<file path="config.mk">
export PLATFORM = sky130hd
export DESIGN_NAME = fmm_core
export DESIGN_NICKNAME = d
export VERILOG_FILES = /design/src/fmm_pkg.sv /design/src/fmm_if.sv /design/src/fmm_decode.sv /design/src/fmm_core.sv
export SDC_FILE = /design/constraint.sdc
export NUM_CORES = 1
export LEC_CHECK = 0
export BUFFER_PORTS_ARGS = -buffer_cell sky130_fd_sc_hd__buf_2
export CORE_MARGIN = 4
export CORE_UTILIZATION = 39
export CTS_CLUSTER_DIAMETER = 80
export CTS_CLUSTER_SIZE = 28
export DETAILED_ROUTE_END_ITERATION = 16
export HOLD_SLACK_MARGIN = 0.12
export PLACE_DENSITY = 0.67
export SLEW_MARGIN = 5
export SYNTH_ARGS = -nofsm -noshare
export SYNTH_HDL_FRONTEND = slang
export SYNTH_HIERARCHICAL = 1
export SYNTH_SLANG_ARGS = --single-unit
export TNS_END_PERCENT = 10
</file>
<file path="constraint.sdc">
create_clock -name clk_i -period 0.99 [get_ports clk_i]
set_input_delay 0.1485 -clock clk_i [delete_from_list [all_inputs] [get_ports clk_i]]
set_output_delay 0.1485 -clock clk_i [all_outputs]
set_load 0.05 [all_outputs]
</file>
<file path="src/fmm_pkg.sv">
// Package: opcodes, field layout, mask bit positions and reset values
package fmm_pkg;
    // ****************************************
    // Instruction word layout
    // ****************************************
    localparam int INSTR_W = 16;
    localparam int ADDR_W = 7;
    localparam int DATA_W = 4;
    localparam int IMM_W = 8;
    localparam int MASK_W = 8;
    // Prefixes: acc move uses top 9 bits, carry move the top 9 bits,
    // mask loads the top 8 bits.
    localparam logic [8:0] OP_LD_ACC = 9'h09d;
    localparam logic [8:0] OP_LD_CF = 9'h0b0;
    localparam logic [7:0] OP_LD_HOLD = 8'h43;
    localparam logic [7:0] OP_LD_INT = 8'h51;
    // ****************************************
    // Mask bit positions
    // ****************************************
    localparam int BIT_DIV0 = 0;
    localparam int BIT_TMR0 = 1;
    localparam int BIT_CHG = 2;
    localparam int BIT_RSVD = 3;
    localparam int BIT_EXT = 4;
    localparam int BIT_RX = 5;
    localparam int BIT_TX = 6;
    localparam int BIT_TMR1 = 7;
    // Reserved position always held at zero
    localparam logic [7:0] MASK_VALID = 8'hf7;
    localparam logic [7:0] MASK_RESET = 8'h00;
    localparam logic [3:0] ACC_RESET = 4'h0;
    typedef enum logic [2:0] {
        FMM_NOP,
        FMM_LD_ACC,
        FMM_LD_CF,
        FMM_LD_HOLD,
        FMM_LD_INT
    } fmm_op_t;
endpackage

</file>
<file path="src/fmm_if.sv">
// Interface: decoded instruction passed from decoder to executor
`timescale 1ns/1ns
interface fmm_dec_if;
    import fmm_pkg::*;
    fmm_op_t op;
    logic [6:0] addr;
    logic [7:0] imm;
    modport dec (output op, output addr, output imm);
    modport exe (input op, input addr, input imm);
endinterface

</file>
<file path="src/fmm_decode.sv">
// Decoder: recognises the two move instructions and the two mask loads by opcode prefix
`timescale 1ns/1ns
module fmm_decode
    import fmm_pkg::*;
(
    // Instruction
    input wire logic [15:0] instr_i,
    input wire logic instr_valid_i,
    // Decoded
    fmm_dec_if.dec dec
);
    always_comb begin
        dec.addr = instr_i[6:0];
        dec.imm = instr_i[7:0];
        dec.op = FMM_NOP;
        if (instr_valid_i) begin
            if (instr_i[15:7] == OP_LD_ACC) begin
                dec.op = FMM_LD_ACC; // [RULE12]
            end else if (instr_i[15:7] == OP_LD_CF) begin
                dec.op = FMM_LD_CF; // [RULE12]
            end else if (instr_i[15:8] == OP_LD_HOLD) begin
                dec.op = FMM_LD_HOLD; // [RULE12]
            end else if (instr_i[15:8] == OP_LD_INT) begin
                dec.op = FMM_LD_INT; // [RULE12]
            end
        end
    end
endmodule

</file>
<file path="src/fmm_core.sv">
// Top: execution of memory moves and mask loads, event gating
`timescale 1ns/1ns
// Operation
// RULE1 - Memory-to-accumulator move loads 4-bit word, updates zero flag, one cycle
// RULE2 - Memory-bit-to-carry move loads word bit 0 into carry only
// RULE3 - Hold-release mask load writes all eight immediate bits, one cycle; the code writes bits 7..4 and 2..0 and forces bit 3 to zero
// RULE4 - Hold mask bits 0,1,7 let divider, timer0, timer1 end hold
// RULE5 - Hold mask bits 2,4 let port change, pin falling edge end hold
// RULE6 - Hold mask bits 5,6 let serial receive, transmit end hold
// RULE7 - Interrupt mask load sets or clears each enable bit, one cycle
// RULE8 - Interrupts 0,1,7 accepted only while enabled
// RULE9 - Interrupts 2,4 accepted only while enabled
// RULE10 - Interrupts 5,6 accepted only while enabled
// RULE11 - Bit 3 of both masks is reserved, ignored, gates nothing
// RULE12 - Instructions recognised by fixed opcode prefix, low bits are operand
module fmm_core
    import fmm_pkg::*;
(
    // Clock and reset
    input wire logic clk_i,
    input wire logic rstn_i,
    // Instruction fetch
    input wire logic [15:0] instr_i,
    input wire logic instr_valid_i,
    // Data memory read port
    output logic [6:0] mem_addr_o,
    input wire logic [3:0] mem_rdata_i,
    // Event sources, one-cycle pulses, bit 3 unused
    input wire logic [7:0] event_i,
    // Core state
    output logic [3:0] acc_o,
    output logic zero_flag_o,
    output logic carry_flag_o,
    output logic [7:0] hold_release_enable_mask_o,
    output logic [7:0] interrupt_enable_mask_o,
    // Gated events
    output logic hold_release_o,
    output logic [7:0] irq_accept_o
);
    // ****************************************
    // Decode
    // ****************************************
    fmm_dec_if dif ();

    fmm_decode u_dec (
        .instr_i(instr_i),
        .instr_valid_i(instr_valid_i),
        .dec(dif.dec)
    );

    // Memory read is combinational, so each move completes in one cycle
    assign mem_addr_o = dif.addr; // [RULE12]

    // ****************************************
    // Execute
    // ****************************************
    logic [3:0] acc;
    logic zero_flag;
    logic carry_flag;
    logic [7:0] hold_mask;
    logic [7:0] int_mask;
    logic [3:0] next_acc;
    logic next_zero_flag;
    logic next_carry_flag;
    logic [7:0] next_hold_mask;
    logic [7:0] next_int_mask;

    always_comb begin
        next_acc = acc;
        next_zero_flag = zero_flag;
        next_carry_flag = carry_flag;
        next_hold_mask = hold_mask;
        next_int_mask = int_mask;
        unique case (dif.op)
            FMM_NOP: begin
            end
            FMM_LD_ACC: begin
                next_acc = mem_rdata_i; // [RULE1]
                next_zero_flag = (mem_rdata_i == 4'h0); // [RULE1]
            end
            FMM_LD_CF: begin
                next_carry_flag = mem_rdata_i[0]; // [RULE2]
            end
            FMM_LD_HOLD: begin
                // Reserved bit forced low so it can never gate anything
                next_hold_mask = dif.imm & MASK_VALID; // [RULE3] [RULE11]
            end
            FMM_LD_INT: begin
                next_int_mask = dif.imm & MASK_VALID; // [RULE7] [RULE11]
            end
        endcase
    end

    always_ff @(posedge clk_i or negedge rstn_i) begin
        if (!rstn_i) begin
            acc <= ACC_RESET;
            zero_flag <= 1'b1;
            carry_flag <= 1'b0;
            hold_mask <= MASK_RESET;
            int_mask <= MASK_RESET;
        end else begin
            acc <= next_acc;
            zero_flag <= next_zero_flag;
            carry_flag <= next_carry_flag;
            hold_mask <= next_hold_mask;
            int_mask <= next_int_mask;
        end
    end

    // ****************************************
    // Event gating
    // ****************************************
    logic [7:0] hold_hits;
    logic [7:0] irq_hits;

    always_comb begin
        hold_hits = event_i & hold_mask & MASK_VALID; // [RULE11]
        irq_hits = event_i & int_mask & MASK_VALID; // [RULE11]
        hold_hits[BIT_RSVD] = 1'b0; // [RULE11]
        irq_hits[BIT_RSVD] = 1'b0; // [RULE11]
    end

    // Registered so outputs are glitch free; adds one cycle of latency
    logic hold_release;
    logic [7:0] irq_accept;
    logic next_hold_release;
    logic [7:0] next_irq_accept;

    always_comb begin
        next_hold_release = hold_hits[BIT_DIV0] | hold_hits[BIT_TMR0]
            | hold_hits[BIT_TMR1]; // [RULE4]
        next_hold_release = next_hold_release | hold_hits[BIT_CHG]
            | hold_hits[BIT_EXT]; // [RULE5]
        next_hold_release = next_hold_release | hold_hits[BIT_RX]
            | hold_hits[BIT_TX]; // [RULE6]
        next_irq_accept = irq_hits; // [RULE8] [RULE9] [RULE10]
    end

    always_ff @(posedge clk_i or negedge rstn_i) begin
        if (!rstn_i) begin
            hold_release <= 1'b0;
            irq_accept <= MASK_RESET;
        end else begin
            hold_release <= next_hold_release;
            irq_accept <= next_irq_accept;
        end
    end

    assign acc_o = acc;
    assign zero_flag_o = zero_flag;
    assign carry_flag_o = carry_flag;
    assign hold_release_enable_mask_o = hold_mask;
    assign interrupt_enable_mask_o = int_mask;
    assign hold_release_o = hold_release;
    assign irq_accept_o = irq_accept;
endmodule

</file>
## Word-level counts from Yosys, hierarchy flattened

Cells that the tools add are included.

| storage, ports and cells | value |
|---|---|
| flip-flop bits (word level) | 28 |
| bits of input ports | 31 |
| output and inout bits | 38 |
| logic and storage cells | 29 |

| operators by class | value |
|---|---|
| eq/ne operators | 8 |
| multiplexer cells | 5 |
| bitwise operators | 8 |
| reductions and logical operators | 1 |

Operators with widths:

| cell | count |
|---|---|
| $eq A9 B8 Y1 const B | 2 |
| $and A8 B8 Y8 | 2 |
| $eq A8 B7 Y1 const B | 2 |
| $mux W3 | 5 |
| $eq A3 B2 Y1 const B | 2 |
| $or A1 B1 Y1 | 6 |
| $logic_not A4 Y1 | 1 |
| $eq A3 B1 Y1 const B | 1 |
| $eq A3 B3 Y1 const B | 1 |

## Depth between registers and ports, before layout

| logic depth | value |
|---|---|
| word-level depth | 7 |
| mapped depth | 5 |
| gate-level depth less buffers | 5 |

## By module

Netlist, hierarchy kept.

Modules (own cells, without submodules):

| module | times used | cells an instance | area an instance (um^2) |
|---|---|---|---|
| fmm_core | 1 | 68 | 1,089.8 |
| fmm_decode | 1 | 27 | 200.2 |

## Worst setup path after synthesis

Ideal clock, no wire load.

| path | value |
|---|---|
| path type | input to register |
| start | input instr_i[13] |
| end | register int_mask[0] (netlist: interrupt_enable_mask_o[0]) |
| library setup time | 0.125 ns |
| arrival time | 1.786 ns |
| required time | 0.865 ns |
| path slack | -0.920 ns |
| stages on the path | 4 |
| buffers on the path | 0 |
| cell sequence | nand4bb_1 -> nor4_1 -> nor3b_4 -> mux2_2 |

| between the ends | value |
|---|---|
| word-level cells in the longest chain between the ends | 7 |
| elaborated cells on any way between the ends | 10 |
| those cells by class | eq/ne: 5; mux: 5 |

RTL lines:

| element | line | text |
|---|---|---|
| start, declared | fmm_core.sv:23 | `input wire logic [15:0] instr_i,` |
| $eq A8 B7 Y1 | fmm_decode.sv:23 | `end else if (instr_i[15:8] == OP_LD_INT) begin` |
| $mux W3 | fmm_decode.sv:23 |  |
| $mux W3 | fmm_decode.sv:21 | `end else if (instr_i[15:8] == OP_LD_HOLD) begin` |
| $mux W3 | fmm_decode.sv:19 | `end else if (instr_i[15:7] == OP_LD_CF) begin` |
| $mux W3 * | fmm_decode.sv:17 | `if (instr_i[15:7] == OP_LD_ACC) begin` |
| $mux W3 * | fmm_decode.sv:16 | `if (instr_valid_i) begin` |
| named net dif.op[2] | fmm_if.sv:5 | `fmm_op_t op;` |
| $eq A3 B3 Y1 * | fmm_core.sv:74 | `unique case (dif.op)` |
| end signal, assigned | fmm_core.sv:106 | `int_mask <= next_int_mask;` |
| end, declared | fmm_core.sv:61 | `logic [7:0] int_mask;` |

Mark *: on every way through the listed nets, which the timed path passes. The rest lies on a longest branch.
A chain may end at the register's enable or synchronous reset.

## Final worst setup path

| path | value |
|---|---|
| start | input instr_i[15] |
| end | register acc[3] (netlist: acc_o[3]) |

| between the ends | value |
|---|---|
| word-level cells in the longest chain between the ends | 7 |
| elaborated cells on any way between the ends | 10 |
| those cells by class | eq/ne: 5; mux: 5 |

RTL lines:

| element | line | text |
|---|---|---|
| $eq A8 B7 Y1 | fmm_decode.sv:23 |  |
| $mux W3 | fmm_decode.sv:23 |  |
| $mux W3 | fmm_decode.sv:21 |  |
| $mux W3 | fmm_decode.sv:19 |  |
| $mux W3 * | fmm_decode.sv:17 |  |
| $mux W3 * | fmm_decode.sv:16 |  |
| named net dif.op[2] | fmm_if.sv:5 |  |
| $eq A3 B1 Y1 * | fmm_core.sv:74 |  |
| end signal, assigned | fmm_core.sv:102 | `acc <= next_acc;` |
| end, declared | fmm_core.sv:57 | `logic [3:0] acc;` |

Marked as above.

==> flow_summary_export.csv <==
group,metric,value,unit
critical_path,ff2ff_path_depth,2,
logic_synthesis,post_synth_inst_count,94,
finish,fin_area,2180,sq um
routing,num_vias,1010,
timing,final_hold_viol_count,0,
worst_hold_path,holdCritPathClass,"in2reg",
finish,mostFrequentLayoutCell,"buf_2",
worst_hold_path,whs_path_depth,3,
clock_tree,cts.sinks,28,
clock_tree,cts_tree,"built",
routing,route.detailed.drc,0,
routing,routedWlPerCell,14.0,microns
clock_tree,clock_insertion_delay_worst_skew,0.31,ns
floorplanning,placementRows,20,
finish,net_total_in_the_final_layout,212,
floorplanning,die_area,4270,sq um
power_and_ir_drop,power_switching,0.651,mW
floorplanning,die_height,65.3,microns
global_route,global_route_wire_length_before_repair,5280,microns
clock_tree,htree_num_levels,1,
finish,drive_gt1_share,63.9,%
global_route,grt_pass1_vias,1124,
power_and_ir_drop,cell_internal_pwr,1.64,mW
timing,fmax,0.738,GHz
logic_synthesis,synthesis.area,1280,sq um
critical_path,worst_path_most_repeated_cell,"buf_4",
routing,drt-vias-per-instance,4.51,
clock_tree,clkSlewWorstSetupHoldPaths,0.14,ns
clock_tree,cts_made_buffers,3,
floorplanning,floorplan.initialDensity,41.3,%
placed_design,preCtsSetupSlack,-0.781,ns
routing,drt_iter0_drc,19,
run_status,run_status,"complete, but fails checks",
finish,synthToLayoutAreaGrowth,69.8,%
routing,totalWireLength,3130,microns
timing,setup_slack,-0.366,ns
timing,period_needed,1.36,ns
critical_path,crit_path_max_fanout,3,
global_route,largest_net_degree_at_the_start_of_global_routing,23,
power_and_ir_drop,clock_power_share,23.2,%
critical_path,critical_path.cell_chain,"buf_2 -> nand4bb_4 -> nor4_4 -> buf_4 -> buf_4 -> nor3b_4 -> buf_4 -> mux2_4",
power_and_ir_drop,p_per_area,1050,nW/um^2
timing,setup_violations,49,
timing,slew_viol_final,0,
timing,final_min_period_over_clock_period,137,%
clock_tree,cts_root_buf,"clkbuf_4",
placed_design,numPortBuffers,62,
global_route,overflow,0,
power_and_ir_drop,irDropWorstVdd,426,uV
routing,detailedRoute.firstPassIterationCount,4,
floorplanning,top_level_ports,69,
routing,ant_nets,0,
placed_design,place.gp.congestion,0.713,
power_and_ir_drop,pwr-share-seq,52.7,%
critical_path,worst_path_cell_with_the_longest_stage_delay,"nor4_4",
finish,most-common-layout-cells,"buf_2, buf_6, dfrtp_1, dlygate4sd3_1, buf_4",
power_and_ir_drop,comb_power_share,24.1,%
clock_tree,maximum_clock_path_buffer_count,2,
power_and_ir_drop,p_leak,1.16,nW
finish,finish.utilization,70.2,%
critical_path,longest_individual_stage_delay_on_the_worst_path,0.32,ns
critical_path,crit_required,1.21,ns
placed_design,dpl_cell_area,1710,sq um
finish,antennaDiodeCount,0,
floorplanning,coreArea,3100,sq um
job,max_cap_violations,0,
global_route,grt_util_all_layers,15.8,%
power_and_ir_drop,power.share.switching,28.4,%
run_status,failing_checks,"negative setup slack",
logic_synthesis,synth_area_per_cell,13.6,sq um
critical_path,worst-setup-path-type,"in2reg",
timing,clock_skew,0.00784,ns
critical_path,endpoint_type_of_the_worst_setup_path,"flop",
placed_design,hpwl,2220,microns
floorplanning,chipWidth,65.3,microns
critical_path,critPathArrivalTime,1.57,ns
logic_synthesis,synth_warnings,6,
global_route,number_of_antenna_violations_at_the_first_check_in_global_routing,0,
timing,grt_setup_unrepaired,"true",
critical_path,cp-start-kind,"input pin",
-- metal layers --
layer	vias up	track usage [%]	part of all wire, %
li1	486	-	-
met1	479	18.6	39
met2	43	30.0	53
met3	2	1.71	6.8
met4	0	4.66	0.96
met5	-	0	0
-- power by group through the flow --
| stage | clock network (mW) | logic (mW) | registers, mW |
|---|---|---|---|
| 2_1_floorplan | 0 | 0.189 | 1.35 |
| 3_3_place_gp | 0 | 0.428 | 1.22 |
| 3_5_place_dp | 0 | 0.437 | 1.22 |
| 4_1_cts | 0.558 | 0.554 | 1.21 |
| 5_1_grt | 0.616 | 0.583 | 1.21 |
| 6_report | 0.532 | 0.552 | 1.21 |
-- worst paths after layout --
| kind | start | slack [ns] | to |
|---|---|---|---|
| worst max-delay path | instr_i[15] | -0.37 | acc_o[3] |
| worst min-delay path | event_i[5] | 0.14 | irq_accept_o[5] |
| worst max register to register | hold_release_enable_mask_o[4] | -0.02 | hold_release_o |
| worst min register to register | interrupt_enable_mask_o[1] | 0.54 | irq_accept_o[1] |
| max in group asynchronous | rstn_i | 0.44 | interrupt_enable_mask_o[2] |
| min in group asynchronous | rstn_i | 0.19 | acc_o[1] |
-- per-stage QoR --
step           hold WS, ns  power [mW]  setup TNS [ns]  cells
3_3_place_gp      -0.00671        1.65          -13.73    200
4_1_cts              0.186        2.32           -8.65    224
3_5_place_dp       0.00347        1.66          -14.59    200
5_1_grt              0.124        2.41          -10.61    224
6_report             0.140        2.29           -8.21    224
2_1_floorplan       -0.147        1.53          -12.77     96
-- area by class of cell --
cell class | count | area (sq um)
multi-input cells | 51 | 556
well taps | 44 | 55.1
flip-flops and latches | 28 | 702
repair buffers | 97 | 828
clock buffers | 4 | 36.3
fillers | 208 | 926
-- flip-flops by register name, summed over array words and instances (netlist names) --
name,count
hold_release_enable_mask_o,7
interrupt_enable_mask_o,7
irq_accept_o,7
acc_o,4
carry_flag_o,1
hold_release_o,1
zero_flag_o,1
-- timing repair --
item,in CTS,in global routing
setup buffers,2,0
hold buffers,18,0
pin swaps,3,2
cloned,0,0
setup endpoints to repair,49,49
hold endpoints to repair,53,0
resized for setup,70,4
-- worst max-delay path: cells and delay by family --
family | cells | cell delay, ns
buffers and inverters | 4 | 0.51
AND/OR/NAND/NOR | 3 | 0.63
multiplexers | 1 | 0.29
Power figures use the tool's default switching activity.
